--- src/hdl/evt_timer_cfg.svh ---
// Constants for the event counter/timer: register offsets, fields, resets.
// Assumes inclusion by bare name from design files under hdl/.
`ifndef EVT_TIMER_CFG_SVH
`define EVT_TIMER_CFG_SVH

// Register byte offsets (one aligned word each)
`define OFS_CTRL 12'h000
`define OFS_MODE 12'h004
`define OFS_RELOAD 12'h008
`define OFS_COUNTER 12'h00c
`define OFS_COMPARE 12'h010
`define OFS_STATUS 12'h014
`define OFS_OUTCFG 12'h018
`define ADDR_BITS 12

// Control register fields
`define CTRL_RUN 0
`define CTRL_DIR 1
`define CTRL_CLEAR 2

// Mode register fields
`define MODE_AUTO_RELOAD 0
`define MODE_DIR_PIN 1
`define MODE_EXT_SRC 2
`define MODE_EDGE_LO 3
`define MODE_EDGE_HI 4
`define MODE_PIN_SEL 5
`define MODE_FILTER_EN 6
`define MODE_GATE_EN 7
`define MODE_WRITE_BOTH 8
`define MODE_PERIODIC 9
`define MODE_CLR_LO 10
`define MODE_CLR_HI 11
`define MODE_DIV_LO 12
`define MODE_DIV_HI 19

// Output configuration fields
`define OUT_INIT 0
`define OUT_ACT_LO 1
`define OUT_ACT_HI 2
`define OUT_PULSE 3
`define OUT_GPIO 4
`define OUT_LOAD 5

// Status fields
`define STAT_WRAP 0
`define STAT_MATCH 1
`define STAT_RUN 2
`define STAT_CMP 3
`define STAT_RAO 4

// Reset values
`define RST_MODE 32'h0000_0000
`define RST_RELOAD 32'h0000_0000
`define RST_COMPARE 32'h0000_ffff
`define RST_OUTCFG 32'h0000_0000

`endif

--- src/hdl/evt_timer_pkg.sv ---
// Types shared by the event counter/timer design files.
// Assumes evt_timer_cfg.svh holds all numeric constants.
package evt_timer_pkg;

    // Edge that advances the counter on an external source
    typedef enum logic [1:0] {
        EDGE_RISE = 2'h0,
        EDGE_FALL = 2'h1,
        EDGE_BOTH = 2'h2
    } edge_sel_e;

    // Compare-match output action
    typedef enum logic [1:0] {
        ACT_RETAIN = 2'h0,
        ACT_LOW = 2'h1,
        ACT_HIGH = 2'h2,
        ACT_TOGGLE = 2'h3
    } match_act_e;

    // Counter clear source
    typedef enum logic [1:0] {
        CLR_NONE = 2'h0,
        CLR_COMPARE = 2'h1,
        CLR_GATE_PIN = 2'h2,
        CLR_SOFT = 2'h3
    } clr_src_e;

    // Bus phase state, one-hot
    typedef enum logic [1:0] {
        BUS_IDLE = 2'b01,
        BUS_DATA = 2'b10
    } bus_state_e;

    // External event pins into the front end
    typedef struct packed {
        logic event_a;
        logic event_b;
        logic gate_input_pin;
        logic timer_a_io_pin;
    } ext_pins_s;

    // Front-end settings
    typedef struct packed {
        logic pin_sel;
        logic filter_en;
        logic [7:0] sample_div;
        edge_sel_e edge_sel;
        logic gate_en;
    } front_cfg_s;

endpackage

--- src/hdl/event_front.sv ---
// External event front end: pin choice, sampling filter, edge detect, gate.
// Assumes pins synchronous to hclk; emits a one-cycle count pulse.
`timescale 1ns/100ps
`default_nettype none
`include "evt_timer_cfg.svh"

module event_front
    import evt_timer_pkg::*;
(
    // Clock and reset
    input wire logic hclk,
    input wire logic hresetn,
    // Pins and settings
    input wire ext_pins_s pins,
    input wire front_cfg_s cfg,
    // Count strobe
    output logic count_pulse
);

    logic raw;
    logic [7:0] div_reg;
    logic sample_tick;
    logic level_reg;
    logic prev_reg;
    logic rise;
    logic fall;

    // Input pin choice
    assign raw = cfg.pin_sel ? pins.event_b : pins.event_a;

    // Sample tick every sample_div+1 cycles; filter hides glitches between ticks
    always_ff @(posedge hclk or negedge hresetn) begin
        if (!hresetn) begin
            div_reg <= 8'h00;
        end else if (div_reg >= cfg.sample_div) begin
            div_reg <= 8'h00;
        end else begin
            div_reg <= div_reg + 8'h01;
        end
    end
    assign sample_tick = !cfg.filter_en || (div_reg >= cfg.sample_div);

    // Sampled level
    always_ff @(posedge hclk or negedge hresetn) begin
        if (!hresetn) begin
            level_reg <= 1'b0;
        end else if (sample_tick) begin
            level_reg <= raw;
        end
    end

    // Previous level for edge detection
    always_ff @(posedge hclk or negedge hresetn) begin
        if (!hresetn) begin
            prev_reg <= 1'b0;
        end else begin
            prev_reg <= level_reg;
        end
    end

    assign rise = level_reg && !prev_reg;
    assign fall = !level_reg && prev_reg;

    // Edge choice and gate
    always_comb begin
        unique case (cfg.edge_sel)
            EDGE_RISE: count_pulse = rise;
            EDGE_FALL: count_pulse = fall;
            EDGE_BOTH: count_pulse = rise || fall;
            default: count_pulse = 1'b0;
        endcase
        if (cfg.gate_en && !pins.gate_input_pin) begin
            count_pulse = 1'b0;
        end
    end

endmodule
`default_nettype wire

--- src/hdl/event_counter_timer.sv ---
// Event counter/timer channel with AHB-Lite register slave.
// Assumes one hclk domain; event pins synchronous to hclk.
// Operation
// - Retain option keeps compare output level unchanged on matches.
// - Compare output starts at programmable level; match drives 0, 1 or toggles.
// - Initial level and match actions apply only in periodic operation.
// - Auto-reload on: wrap loads reload value and counting continues.
// - Auto-reload off: wrap does not load the reload value.
// - Software direction flag selects up or down counting.
// - Pin direction: timer_a_io_pin low counts down, high counts up.
// - External events count on rising, falling or both edges.
// - Reload-only write mode updates reload register, counter untouched.
// - Write-both mode updates reload register and counter together.
// - Gate on: external events count only while gate input pin high; internal clock counting ignores it; off ignores it.
// - Filter samples the external event at a configurable rate.
// - Configuration selects which input pin supplies external events.
// - Selectable source clears the counter.
// - Timer output pin acts as general I/O or pulse output.
// - Periodic operation clears counter on compare match.
//
// Design decisions made here: the register offsets and the AHB-Lite register port.
`timescale 1ns/100ps
`default_nettype none
`include "evt_timer_cfg.svh"

module event_counter_timer
    import evt_timer_pkg::*;
#(
    parameter int WIDTH = 16
) (
    // Clock and reset
    input wire logic hclk,
    input wire logic hresetn,
    // AHB-Lite slave
    input wire logic hsel,
    input wire logic [31:0] haddr,
    input wire logic [1:0] htrans,
    input wire logic hwrite,
    input wire logic [2:0] hsize,
    input wire logic [31:0] hwdata,
    input wire logic hready,
    output logic [31:0] hrdata,
    output logic hreadyout,
    output logic hresp,
    // Event pins
    input wire ext_pins_s pins,
    // Outputs
    output logic compare_output_pin,
    output logic timer_ra_output_pin
);

    bus_state_e bus_reg;
    logic [`ADDR_BITS-1:0] addr_reg;
    logic write_reg;
    logic run_reg;
    logic dir_flag_reg;
    logic soft_clr;
    logic [31:0] mode_reg;
    logic [WIDTH-1:0] reload_reg;
    logic [WIDTH-1:0] count_reg;
    logic [WIDTH-1:0] compare_reg;
    logic [5:0] outcfg_reg;
    logic wrap_flag_reg;
    logic match_flag_reg;
    logic pulse_reg;
    logic count_pulse;
    logic tick;
    logic up;
    logic match;
    logic wrap;
    logic clr;
    logic periodic;
    logic wr_reload;
    logic wr_counter;
    logic wr_ctrl;
    logic wr_mode;
    logic wr_cmp;
    logic wr_out;
    logic wr_stat;
    logic [WIDTH-1:0] wdata;
    match_act_e act;
    clr_src_e clr_src;
    front_cfg_s fcfg;

    // Register write strobe for one offset in the data phase
    function automatic logic wr_hit(input logic [`ADDR_BITS-1:0] ofs);
        return (bus_reg == BUS_DATA) && write_reg && (addr_reg == ofs);
    endfunction

    // Bus phase tracking; slave never inserts wait states
    always_ff @(posedge hclk or negedge hresetn) begin
        if (!hresetn) begin
            bus_reg <= BUS_IDLE;
            addr_reg <= '0;
            write_reg <= 1'b0;
        end else if (hready && hsel && htrans[1]) begin
            bus_reg <= BUS_DATA;
            addr_reg <= haddr[`ADDR_BITS-1:0];
            write_reg <= hwrite;
        end else if (hready) begin
            bus_reg <= BUS_IDLE;
        end
    end

    assign wdata = hwdata[WIDTH-1:0];
    assign wr_ctrl = wr_hit(`OFS_CTRL);
    assign wr_mode = wr_hit(`OFS_MODE);
    assign wr_reload = wr_hit(`OFS_RELOAD);
    assign wr_counter = wr_hit(`OFS_COUNTER);
    assign wr_cmp = wr_hit(`OFS_COMPARE);
    assign wr_out = wr_hit(`OFS_OUTCFG);
    assign wr_stat = wr_hit(`OFS_STATUS);

    // Control bits; clear bit is a self-clearing strobe
    always_ff @(posedge hclk or negedge hresetn) begin
        if (!hresetn) begin
            run_reg <= 1'b0;
            dir_flag_reg <= 1'b0;
        end else if (wr_ctrl) begin
            run_reg <= hwdata[`CTRL_RUN];
            dir_flag_reg <= hwdata[`CTRL_DIR];
        end
    end
    assign soft_clr = wr_ctrl && hwdata[`CTRL_CLEAR];

    // Configuration registers
    always_ff @(posedge hclk or negedge hresetn) begin
        if (!hresetn) begin
            mode_reg <= `RST_MODE;
            compare_reg <= WIDTH'(`RST_COMPARE);
            outcfg_reg <= 6'(`RST_OUTCFG);
        end else begin
            if (wr_mode) begin
                mode_reg <= hwdata;
            end
            if (wr_cmp) begin
                compare_reg <= wdata;
            end
            if (wr_out) begin
                outcfg_reg <= hwdata[5:0];
            end
        end
    end

    // Reload register written in both write modes
    always_ff @(posedge hclk or negedge hresetn) begin
        if (!hresetn) begin
            reload_reg <= WIDTH'(`RST_RELOAD);
        end else if (wr_reload || wr_counter) begin
            reload_reg <= wdata;
        end
    end

    // Front-end settings
    assign fcfg.pin_sel = mode_reg[`MODE_PIN_SEL];
    assign fcfg.filter_en = mode_reg[`MODE_FILTER_EN];
    assign fcfg.sample_div = mode_reg[`MODE_DIV_HI:`MODE_DIV_LO];
    assign fcfg.edge_sel = edge_sel_e'(mode_reg[`MODE_EDGE_HI:`MODE_EDGE_LO]);
    assign fcfg.gate_en = mode_reg[`MODE_GATE_EN];

    event_front u_front (
        .hclk(hclk),
        .hresetn(hresetn),
        .pins(pins),
        .cfg(fcfg),
        .count_pulse(count_pulse)
    );

    // Count tick: external pulse or every clock; none while stopped
    assign tick = run_reg && (mode_reg[`MODE_EXT_SRC] ? count_pulse : 1'b1);

    // Direction source
    assign up = mode_reg[`MODE_DIR_PIN] ? pins.timer_a_io_pin : dir_flag_reg;

    assign periodic = mode_reg[`MODE_PERIODIC];
    assign clr_src = clr_src_e'(mode_reg[`MODE_CLR_HI:`MODE_CLR_LO]);
    assign match = tick && (count_reg == compare_reg);
    // A clear from any source beats wrap; a bare match must not block reload
    assign wrap = tick && !clr && (up ? &count_reg : ~|count_reg);

    // Clear source choice periodic forces compare clear
    always_comb begin
        unique case (clr_src)
            CLR_NONE: clr = periodic && match;
            CLR_COMPARE: clr = match;
            CLR_GATE_PIN: clr = pins.gate_input_pin || (periodic && match);
            CLR_SOFT: clr = soft_clr || (periodic && match);
        endcase
    end

    // Counter
    always_ff @(posedge hclk or negedge hresetn) begin
        if (!hresetn) begin
            count_reg <= '0;
        end else if (wr_counter && mode_reg[`MODE_WRITE_BOTH]) begin
            count_reg <= wdata;
        end else if (clr) begin
            count_reg <= '0;
        end else if (wrap && mode_reg[`MODE_AUTO_RELOAD]) begin
            count_reg <= reload_reg;
        end else if (tick) begin
            // Free wrap without reload reload-only write skips here
            count_reg <= up ? count_reg + 1'b1 : count_reg - 1'b1;
        end
    end

    // Sticky flags; a new event wins over a software clear
    always_ff @(posedge hclk or negedge hresetn) begin
        if (!hresetn) begin
            wrap_flag_reg <= 1'b0;
            match_flag_reg <= 1'b0;
        end else begin
            wrap_flag_reg <= wrap || (wrap_flag_reg && !(wr_stat && hwdata[`STAT_WRAP]));
            match_flag_reg <= match || (match_flag_reg && !(wr_stat && hwdata[`STAT_MATCH]));
        end
    end

    // Compare output pin; init and actions only in periodic mode
    assign act = match_act_e'(outcfg_reg[`OUT_ACT_HI:`OUT_ACT_LO]);
    always_ff @(posedge hclk or negedge hresetn) begin
        if (!hresetn) begin
            compare_output_pin <= 1'b0;
        end else if (wr_out && hwdata[`OUT_LOAD] && periodic) begin
            compare_output_pin <= hwdata[`OUT_INIT];
        end else if (match && periodic) begin
            unique case (act)
                ACT_RETAIN: compare_output_pin <= compare_output_pin;
                ACT_LOW: compare_output_pin <= 1'b0;
                ACT_HIGH: compare_output_pin <= 1'b1;
                ACT_TOGGLE: compare_output_pin <= !compare_output_pin;
            endcase
        end
    end

    // Pulse output flips once in any cycle with a wrap, a match or both
    always_ff @(posedge hclk or negedge hresetn) begin
        if (!hresetn) begin
            pulse_reg <= 1'b0;
        end else if (wrap || match) begin
            pulse_reg <= !pulse_reg;
        end
    end

    // Timer output pin: port level or pulse
    always_ff @(posedge hclk or negedge hresetn) begin
        if (!hresetn) begin
            timer_ra_output_pin <= 1'b0;
        end else if (outcfg_reg[`OUT_PULSE]) begin
            timer_ra_output_pin <= pulse_reg;
        end else begin
            timer_ra_output_pin <= outcfg_reg[`OUT_GPIO];
        end
    end

    // Read data, registered at the address phase for zero-wait answers
    always_ff @(posedge hclk or negedge hresetn) begin
        if (!hresetn) begin
            hrdata <= '0;
        end else if (hready && hsel && htrans[1] && !hwrite) begin
            unique case (haddr[`ADDR_BITS-1:0])
                `OFS_CTRL: hrdata <= {30'h0, dir_flag_reg, run_reg};
                `OFS_MODE: hrdata <= mode_reg;
                `OFS_RELOAD: hrdata <= 32'(reload_reg);
                `OFS_COUNTER: hrdata <= 32'(count_reg);
                `OFS_COMPARE: hrdata <= 32'(compare_reg);
                `OFS_STATUS: hrdata <= {27'h0, timer_ra_output_pin, compare_output_pin,
                                         run_reg, match_flag_reg, wrap_flag_reg};
                `OFS_OUTCFG: hrdata <= {26'h0, outcfg_reg};
                default: hrdata <= '0;
            endcase
        end
    end

    // Always ready, always OKAY
    always_ff @(posedge hclk or negedge hresetn) begin
        if (!hresetn) begin
            hreadyout <= 1'b1;
            hresp <= 1'b0;
        end else begin
            hreadyout <= 1'b1;
            hresp <= 1'b0;
        end
    end

endmodule
`default_nettype wire

--- config.mk ---
export PLATFORM = sky130hd
export DESIGN_NAME = event_counter_timer
export DESIGN_NICKNAME = d
export VERILOG_FILES = /design/src/hdl/evt_timer_pkg.sv /design/src/hdl/event_front.sv /design/src/hdl/event_counter_timer.sv
export VERILOG_INCLUDE_DIRS = /design/src /design/src/hdl
export SDC_FILE = /design/constraint.sdc
export NUM_CORES = 1
export LEC_CHECK = 0
export BUFFER_PORTS_ARGS = -buffer_cell sky130_fd_sc_hd__buf_2
export CAP_MARGIN = 10
export CORE_MARGIN = 10
export CORE_UTILIZATION = 60
export CTS_CLUSTER_SIZE = 20
export DETAILED_ROUTE_END_ITERATION = 10
export PLACE_DENSITY = 0.93
export SYNTH_ARGS = -nofsm -noshare
export SYNTH_HDL_FRONTEND = slang
export SYNTH_SLANG_ARGS = --single-unit
--- constraint.sdc ---
create_clock -name hclk -period 6.8 [get_ports hclk]
set_clock_uncertainty 0.05 [all_clocks]
set_input_delay 0.68 -clock hclk [delete_from_list [all_inputs] [get_ports hclk]]
set_output_delay 0.68 -clock hclk [all_outputs]
set_load 0.02 [all_outputs]
==> results of run 1 <==
[stage by stage]
| step | cell area (µm²) | total power [mW] | utilization [%] |
|---|---|---|---|
| after floorplan | 7990 | 1.73 | - |
| after global placement | 8540 | 1.93 | 65.0 |
| after detailed placement | 8540 | 1.97 | 65.0 |
| after CTS | 9170 | 2.99 | 69.8 |
| after global routing | 9170 | 3.15 | 69.8 |
| final | 9170 | 3.02 | 69.8 |
[final timing paths]
kind                                                from                    endpoint  cells after the start  slack [ns]
setup / recovery                                haddr[9]      hrdata[14]$_DFFE_PN0P_                      7        3.66
hold / removal                                   hresetn    mode_reg[21]$_DFFE_PN0P_                      1        0.22
setup reg to reg                 mode_reg[1]$_DFFE_PN0P_   count_reg[14]$_DFFE_PN0P_                     11        3.69
hold reg to reg            u_front.level_reg$_DFFE_PN0P_  u_front.prev_reg$_DFF_PN0_                      0        0.38
max in group asynchronous                        hresetn       hrdata[1]$_DFFE_PN0P_                      2        5.19
min in group hclk          u_front.level_reg$_DFFE_PN0P_  u_front.prev_reg$_DFF_PN0_                      0        0.38
[logic make-up after synthesis]
family / synth area share (%)
multiplexers: 16.4
adder cells (fa/ha/maj): 4.16
AO/OA/AOI/OAI: 14.3
XOR/XNOR: 3.29
AND/OR/NAND/NOR: 11.2
buffers and inverters: 3.27
other: 0.0940
flip-flops: 47.2
[critical path, stage by stage]
cell      delay [ns]
buf_2           0.10
nor4_1          0.30
nand3_1         0.20
or3_1           0.44
nor2_1          1.03
a221oi_1        0.43
o21ai_1         0.26
[cell usage after synthesis (3+ instances only)]
| library cell | count |
|---|---|
| dfrtp_1 | 133 |
| mux2_2 | 60 |
| nor2_1 | 45 |
| mux2i_1 | 33 |
| nand2_1 | 32 |
| o21ai_0 | 28 |
| ha_1 | 25 |
| inv_1 | 24 |
| o21ai_1 | 21 |
| xnor2_1 | 21 |
| a21oi_1 | 20 |
| a22o_1 | 17 |
| dfstp_2 | 17 |
| nand3_1 | 16 |
| a221oi_1 | 14 |
| mux2_1 | 14 |
| nand4_1 | 14 |
| buf_2 | 13 |
| nor3_1 | 13 |
| clkbuf_1 | 12 |
| mux2_4 | 10 |
| a22oi_1 | 9 |
| xor2_1 | 9 |
| a211oi_1 | 8 |
| and3_1 | 8 |
| nor4_1 | 8 |
| o22ai_1 | 7 |
| or3_1 | 6 |
| a21o_1 | 5 |
| a31oi_1 | 5 |
| o21a_1 | 5 |
| nand2b_1 | 4 |
| nand2_2 | 3 |
[cells in the final DEF, fill, tap and decap left out, types with 9 or more instances in the layout]
cell	instances
a21oi_1	20
a221oi_1	14
a22o_1	17
a22oi_1	9
buf_2	86
clkbuf_16	17
dfrtp_1	133
dfstp_2	17
ha_1	25
inv_1	24
mux2_1	14
mux2_2	60
mux2_4	10
mux2i_1	33
nand2_1	32
nand3_1	16
nand4_1	14
nor2_1	45
nor3_1	13
o21ai_0	28
o21ai_1	21
xnor2_1	21
xor2_1	9
[power breakdown]
part           leakage, nW  switching, mW  internal, mW
registers             1.88          0.171         0.996
logic                 2.09          0.468         0.368
clock network        0.307          0.428         0.594
total                 4.27           1.07          1.96
[final cells by class]
class | instances | share of cell area [%]
sequential | 150 | 41.2
antenna | 1 | 0.0273
clock inverter | 15 | 2.22
multi-input combinational | 508 | 43.2
inverter | 24 | 0.983
timing repair buffer | 94 | 5.39
tap | 176 | 2.40
clock buffer | 17 | 4.64
[layer usage]
metal  up-vias  track usage, %  share of wire (%)
li1       2832               -                  -
met1      3278            31.2                 36
met2       474            41.3                 48
met3       145            7.27                 12
met4         0            12.1                4.5
met5         -               0                  0
==> impl_metrics.py, run 1 <==
metrics = {
    "outcome": {
        "status": "complete, no violations",
    },
    "synthesis": {
        "syn_nets": 817,
        "yosys.area.top_type": "dfrtp_1",
        "synth_edf_count": 0,
        "ys_ff_latch": 150,
        "yosys_warnings": 0,
        "async_flop_share_pct": 100,
        "synth_top_area_share_pct": 41.6,
        "postSynthAreaPerCell_um2": 11.2,
        "ys_seq_area_share_pct": 47.2,
        "ys_types": 75,
        "synthesis.area_um2": 7990,
        "synth_flop_cell": "dfrtp_1",
        "synthTopCellsByArea": "dfrtp_1 42%, mux2_2 8.5%, dfstp_2 5.6%",
        "synth_cells": 713,
    },
    "final_layout": {
        "drive_above_1_share_pct": 28.8,
        "area_delta_synth_final_pct": 14.7,
        "regArea_um2": 3770,
        "fill_cells": 854,
        "multiInputGateArea_um2": 3960,
        "fin_cells": 985,
        "nets": 899,
    },
    "route": {
        "route.detailed.drc": 0,
        "firstDrtPassIters": 8,
        "dr_total_vias": 6729,
        "antenna_left": 0,
        "wirelength_um": 23500,
        "routedWlPerCell_um": 23.9,
        "first_iter_violations": 872,
        "via_per_inst": 6.83,
    },
    "min_path": {
        "holdCritPathClass": "in -> async",
    },
    "clock_tree": {
        "clkSinkCount": 150,
        "clk_latency_ns": 0.44,
        "h-tree-depth": 4,
        "clockBufferDepth": 2,
        "cts_tree": "built",
        "numCtsBuffers": 17,
        "cts_hold_buf": 0,
        "cts-root-buf": "clkbuf_16",
        "cts_resized": 0,
        "clk_pin_slew_ns": 0.07,
        "cts_setup_buffers": 0,
    },
    "critical_path": {
        "crit_fanout": 14,
        "criticalPathCategory": "in -> reg",
        "cp-start-kind": "input port",
        "crit_arrival_ns": 3.44,
        "endpoint_kind": "flop",
        "required_ns": 7.10,
    },
    "global_route": {
        "grt_overflow": 0,
        "grt_first_pass_wirelength_um": 36600,
        "grt_pass1_vias": 6749,
        "antenna_found_initial": 1,
        "grt_use_total_pct": 25.7,
        "grt_max_degree": 89,
    },
    "placed_design": {
        "post-dp-hpwl_um": 15400,
        "io_buffers": 87,
        "dp_cells": 952,
        "place_congestion": 0.995,
        "place_ws_ns": 3.39,
    },
    "floorplan": {
        "ios": 114,
        "rows": 42,
        "initial_core_util_pct": 60.8,
        "die_y_um": 135,
        "dieArea_um2": 18300,
        "core_um2": 13100,
        "die_x_um": 135,
    },
    "timing": {
        "relSlewSlack_pct": 11.0,
        "max_slew.worst_pin.slew_ns": 1.33,
        "rsz0062_at_grt": "no",
        "setup_viol": 0,
        "slew_viol_final": 0,
        "fin_tns_setup_ns": 0,
        "period_share_pct": 46.1,
        "min_period_ns": 3.14,
        "max_freq_mhz": 319,
        "hold_viol": 0,
        "holdWs_ns": 0.221,
        "setup_ws_ns": 3.66,
    },
    "power_and_ir_drop": {
        "vdd_ir_drop_max_mv": 0.239,
        "power.density_nw_per_um2": 330,
        "p_leak_nw": 4.27,
    },
    "flow_run": {
        "drv_cap": 0,
    },
}
Power figures use the tool's default switching activity.
==> run 2, diff against run 1 <==
CORE_UTILIZATION = 52   (was 60)
PLACE_DENSITY = 0.86   (was 0.93)
clock period = 2.55 ns   (was 6.8 ns; I/O delays follow)
==> run 2 against run 1 <==
  * The flow now finishes with violations (hold timing, setup timing)
  * Setup slack got worse by 3.8 ns
  * Highest routed layer unchanged
  * Largest power group unchanged
  * Utilization fell by 2.4 points
  * Count of clock-buffer cells in the layout rose by 1
  * Hold slack got worse by 0.22 ns
  * Combinational power rose to 3.7 times the previous value
  * Sequential power rose to 2.6 times the previous value
  * Via count rose by 0.39%
  * Largest cell class unchanged
  * Clock power rose by 150%
  * Flip-flop and latch count did not move
  * Non-clock buffer count rose by 87
==> impl_metrics.py, run 2 (synthesized netlist as in run 1, its figures left out) <==
metrics = {
    "floorplan": {
        "die_y_um": 144,
        "die_x_um": 144,
        "dieArea_um2": 20700,
        "initial_core_util_pct": 52.8,
        "ios": 114,
        "core_um2": 15100,
        "rows": 45,
    },
    "route": {
        "routedWlPerCell_um": 22.4,
        "via_per_inst": 6.24,
        "first_iter_violations": 791,
        "antenna_left": 0,
        "route.detailed.drc": 0,
        "wirelength_um": 24200,
        "dr_total_vias": 6755,
        "firstDrtPassIters": 5,
    },
    "timing": {
        "rsz0062_at_grt": "yes",
        "max_slew.worst_pin.slew_ns": 0.787,
        "setup_ws_ns": -0.119,
        "setup_viol": 6,
        "period_share_pct": 105,
        "hold_viol": 1,
        "slew_viol_final": 0,
        "max_freq_mhz": 375,
        "relSlewSlack_pct": 47.5,
        "holdWs_ns": -0.00302,
        "min_period_ns": 2.67,
    },
    "final_layout": {
        "fin_cells": 1083,
        "drive_above_1_share_pct": 38.2,
        "final_cell_mix": "132 x dfrtp_1, 86 x buf_2, 74 x buf_4",
        "final_core_util_pct": 67.4,
        "nets": 986,
        "diodes": 0,
        "area_delta_synth_final_pct": 27.6,
        "stdcell_area_um2": 10200,
        "final_common_cell": "dfrtp_1",
    },
    "critical_path": {
        "required_ns": 2.80,
        "ff2ff_path_depth": 11,
        "critPathMaxStageDelay_ns": 0.40,
        "slowest_stage": "dfrtp_1",
        "rrSetupSlack_ns": -0.12,
        "criticalPathCategory": "reg -> reg",
        "cp_top_family": "compound AO/OA/AOI/OAI gates",
        "crit_arrival_ns": 2.92,
        "crit_fanout": 8,
        "cp-start-kind": "flop",
        "path_cells": "mux2i_4 -> buf_12 -> buf_8 -> ha_4 -> nand4_1 -> a211oi_2 -> a22o_1 -> o41a_1 -> xor2_1 -> o211ai_1 -> a31oi_1",
        "r2r-start": "mode_reg[1]$_DFFE_PN0P_",
        "endpoint_kind": "flop",
        "r2r_end": "count_reg[13]$_DFFE_PN0P_",
        "critical_path_depth": 11,
        "path_buf_inv": 2,
    },
    "global_route": {
        "grt_first_pass_wirelength_um": 37600,
        "grt_pass1_vias": 6825,
        "grt_overflow": 0,
        "antenna_found_initial": 0,
        "grt_max_degree": 63,
        "grt_use_total_pct": 23.6,
    },
    "power_and_ir_drop": {
        "power.density_nw_per_um2": 851,
        "vdd_ir_drop_max_mv": 0.590,
        "p_leak_nw": 4.71,
    },
    "flow_run": {
        "drv_cap": 0,
    },
    "clock_tree": {
        "clk_pin_slew_ns": 0.07,
        "clockBufferDepth": 2,
        "numCtsBuffers": 17,
        "clkSinkCount": 150,
        "h-tree-depth": 4,
        "clk_latency_ns": 0.44,
        "cts-root-buf": "clkbuf_16",
        "cts_tree": "built",
    },
    "placed_design": {
        "place_ws_ns": -0.225,
        "dpl_cell_area_um2": 9130,
        "post-dp-hpwl_um": 16800,
        "dp_cells": 1033,
        "place_congestion": 0.954,
        "io_buffers": 87,
    },
    "min_path": {
        "whs_path_depth": 2,
        "min_to": "mode_reg[27]$_DFFE_PN0P_",
        "holdCritPathClass": "in -> reg",
        "hold_start": "hwdata[27]",
    },
    "outcome": {
        "status": "finished with violations",
        "violations": "hold timing, setup timing",
    },
}
[run 2: timing repair]
action | 4_1_cts | 5_1_grt
buffers inserted | 2 | 2
hold buffers | 14 | 0
endpoints found under the hold margin | 63 | 0
setup endpoints to repair | 10 | 15
gates resized for setup | 18 | 33
pin swaps | 1 | 9
[run 2: through the flow]
step	power [mW]	TNS, ns
4_1_cts	8.37	-0.186
3_3_place_gp	5.64	-1.19
3_5_place_dp	5.69	-1.35
2_1_floorplan	4.63	-0.126
5_1_grt	9.10	-1.20
6_report	8.68	-0.530
[run 2: worst max-delay path by stage]
stage,startpoint,to,slack (ns)
global placement,mode_reg[1]$_DFFE_PN0P_,count_reg[9]$_DFFE_PN0P_,-0.24
CTS,mode_reg[1]$_DFFE_PN0P_,count_reg[13]$_DFFE_PN0P_,-0.09
finish,mode_reg[1]$_DFFE_PN0P_,count_reg[13]$_DFFE_PN0P_,-0.12
global route,mode_reg[1]$_DFFE_PN0P_,count_reg[9]$_DFFE_PN0P_,-0.20
floorplan,mode_reg[1]$_DFFE_PN0P_,count_reg[9]$_DFFE_PN0P_,-0.05
detailed placement,mode_reg[1]$_DFFE_PN0P_,count_reg[9]$_DFFE_PN0P_,-0.22
[run 2: area by class of cell]
type | count | area [µm²]
Inverter | 24 | 92.6
Fill cell | 1070 | 4940
Multi-Input combinational cell | 508 | 4260
Tap cell | 188 | 235
Clock buffer | 18 | 439
Timing Repair Buffer | 181 | 1240
Sequential cell | 150 | 3780
Clock inverter | 14 | 156
[run 2: routing by layer]
metal	share of wire, %	vias to the layer above	GRT usage [%]
li1	-	2990	-
met1	39	3370	28.5
met2	50	335	38.8
met3	7.0	60	4.69
met4	3.8	0	12.8
met5	0	-	0
[run 2: power breakdown]
group	total (mW)	switching (mW)	internal, mW
sequential	3.09	0.434	2.66
combinational	3.07	1.50	1.57
clock	2.52	1.18	1.34
total	8.68	3.11	5.56
==> run 3, diff against run 2 <==
SETUP_SLACK_MARGIN = 0.3   (was unset)
==> run 3 against run 2 <==
  * Utilization down 0.54 points
  * Register-to-register slack better by 0.04 ns
  * Sequential power grew 1%
  * Total power fell by 1.8%
  * Largest power group unchanged
  * The run ends with setup timing left
  * Setup slack improved by 0.042 ns
  * Hold slack gained 0.015 ns
  * Flip-flop and latch count stayed put
  * Combinational power down 7.2%
  * Count of clock-buffer cells in the layout increased by 1
==> impl_metrics.py, run 3 (synthesized netlist as in run 1, its figures left out) <==
metrics = {
    "timing": {
        "slew_viol_final": 0,
        "fin_tns_setup_ns": -0.103,
        "hold_viol": 0,
        "max_freq_mhz": 381,
        "max_slew.worst_pin.slew_ns": 0.806,
        "relSlewSlack_pct": 46.3,
        "min_period_ns": 2.63,
        "setup_ws_ns": -0.0774,
        "period_share_pct": 103,
        "setup_viol": 3,
        "rsz0062_at_grt": "yes",
    },
    "floorplan": {
        "rows": 45,
        "die_x_um": 144,
        "ios": 114,
        "dieArea_um2": 20700,
        "initial_core_util_pct": 52.8,
        "die_y_um": 144,
        "core_um2": 15100,
    },
    "final_layout": {
        "fill_cells": 1005,
        "final_common_cell": "dfrtp_1",
        "final_core_util_pct": 66.8,
        "regArea_um2": 3780,
        "final_cell_mix": "128 x dfrtp_1, 86 x buf_2, 60 x mux2_2",
        "multiInputGateArea_um2": 4290,
        "nets": 969,
        "area_delta_synth_final_pct": 26.6,
        "drive_above_1_share_pct": 38.3,
        "diodes": 0,
    },
    "route": {
        "routedWlPerCell_um": 22.0,
        "route.detailed.drc": 0,
        "dr_total_vias": 6698,
        "wirelength_um": 23500,
        "firstDrtPassIters": 6,
        "first_iter_violations": 786,
        "via_per_inst": 6.28,
        "antenna_left": 0,
    },
    "min_path": {
        "holdCritPathClass": "in -> reg",
    },
    "clock_tree": {
        "numCtsBuffers": 17,
        "clockBufferDepth": 2,
        "clkSinkCount": 150,
        "clk_latency_ns": 0.43,
        "cts-root-buf": "clkbuf_16",
        "clk_pin_slew_ns": 0.07,
        "h-tree-depth": 4,
        "cts_tree": "built",
    },
    "global_route": {
        "grt_pass1_vias": 6737,
        "antenna_found_initial": 0,
        "grt_max_degree": 74,
        "grt_first_pass_wirelength_um": 36500,
        "grt_use_total_pct": 22.7,
        "grt_overflow": 0,
    },
    "flow_run": {
        "drv_cap": 0,
    },
    "placed_design": {
        "io_buffers": 87,
        "place_congestion": 0.989,
        "post-dp-hpwl_um": 15800,
    },
    "outcome": {
        "status": "finished with violations",
        "violations": "setup timing",
    },
    "critical_path": {
        "criticalPathCategory": "reg -> reg",
        "slowest_stage": "dfrtp_1",
        "required_ns": 2.80,
        "crit_fanout": 12,
        "critPathMaxStageDelay_ns": 0.41,
        "endpoint_kind": "flop",
        "crit_arrival_ns": 2.88,
        "path_cells": "mux2i_4 -> buf_12 -> ha_1 -> buf_4 -> nor3_1 -> o21ai_1 -> a22o_1 -> o41a_1 -> xor2_1 -> o211ai_1 -> a31oi_1",
        "cp-start-kind": "flop",
    },
    "power_and_ir_drop": {
        "p_leak_nw": 4.70,
        "power_mw": 8.52,
        "vdd_ir_drop_max_mv": 0.495,
        "power.density_nw_per_um2": 842,
    },
}
-- run 3: changes by cell type in the layout (fill, tap and decap cells not counted), moves of 4 or more --
| cell | before | now |
|---|---|---|
| buf_4 | 74 | 57 |
| ha_1 | 15 | 23 |
| ha_4 | 9 | 1 |
| xnor2_1 | 20 | 14 |
| xnor2_2 | 1 | 7 |
| dfrtp_1 | 132 | 128 |
| dfrtp_2 | 1 | 5 |
-- run 3: worst max-delay path, delay by kind of cell (launching register included) --
kind / cells / cell delay, ns
buf+inv: 2 / 0.29
fa+ha+maj: 1 / 0.19
simple gates: 1 / 0.21
compound gates: 5 / 0.98
xor+xnor: 1 / 0.16
mux: 1 / 0.20
flops: 1 / 0.41
-- run 3: power breakdown --
part | internal (mW) | switching, mW | leakage, nW | total [mW]
sequential | 2.67 | 0.464 | 1.87 | 3.13
combinational | 1.37 | 1.48 | 2.53 | 2.85
clock | 1.45 | 1.10 | 0.299 | 2.54
-- run 3: path summary, 6_finish.rpt --
kind | from | slack (ns) | endpoint | depth (start not counted)
max in group asynchronous | hresetn | 1.35 | compare_reg[1]$_DFFE_PN1P_ | 3
max reg2reg | mode_reg[1]$_DFFE_PN0P_ | -0.08 | count_reg[13]$_DFFE_PN0P_ | 11
max | mode_reg[1]$_DFFE_PN0P_ | -0.08 | count_reg[13]$_DFFE_PN0P_ | 11
min | hwdata[26] | 0.01 | mode_reg[26]$_DFFE_PN0P_ | 2
min in group asynchronous | hresetn | 0.35 | mode_reg[31]$_DFFE_PN0P_ | 2
min reg2reg | u_front.level_reg$_DFFE_PN0P_ | 0.42 | u_front.prev_reg$_DFF_PN0_ | 0
-- run 3: metal layers --
metal / routed length [µm] / track usage, %
met4: 1040 / 12.2
met2: 11500 / 37.0
met3: 1720 / 4.39
met5: 0 / 0
met1: 9210 / 27.8
-- run 3: area by class of cell --
type	instances	area share, %
Tap cell	188	2.32
Sequential cell	150	37.4
Multi-Input combinational cell	508	42.4
Inverter	24	0.890
Clock buffer	19	4.48
Timing Repair Buffer	164	11.1
Clock inverter	13	1.46
-- run 3: metrics by stage --
| stage | cells | hold WS, ns | worst slack, ns | area (µm²) |
|---|---|---|---|---|
| floorplan | 713 | -0.0906 | -0.0537 | 8010 |
| global placement | 1007 | 0.260 | -0.0616 | 8960 |
| detailed placement | 1007 | 0.263 | -0.0881 | 8960 |
| CTS | 1056 | 0.00135 | -0.0320 | 9790 |
| global route | 1066 | 0.00619 | -0.175 | 10100 |
| finish | 1066 | 0.0122 | -0.0774 | 10100 |
-- run 3: repair_timing --
action,4_1_cts,5_1_grt
pin swaps,4,17
endpoints found under the setup margin,18,41
gates resized for setup,16,51
endpoints found under the hold margin,77,0
buffers inserted,4,10
hold buffers,13,0
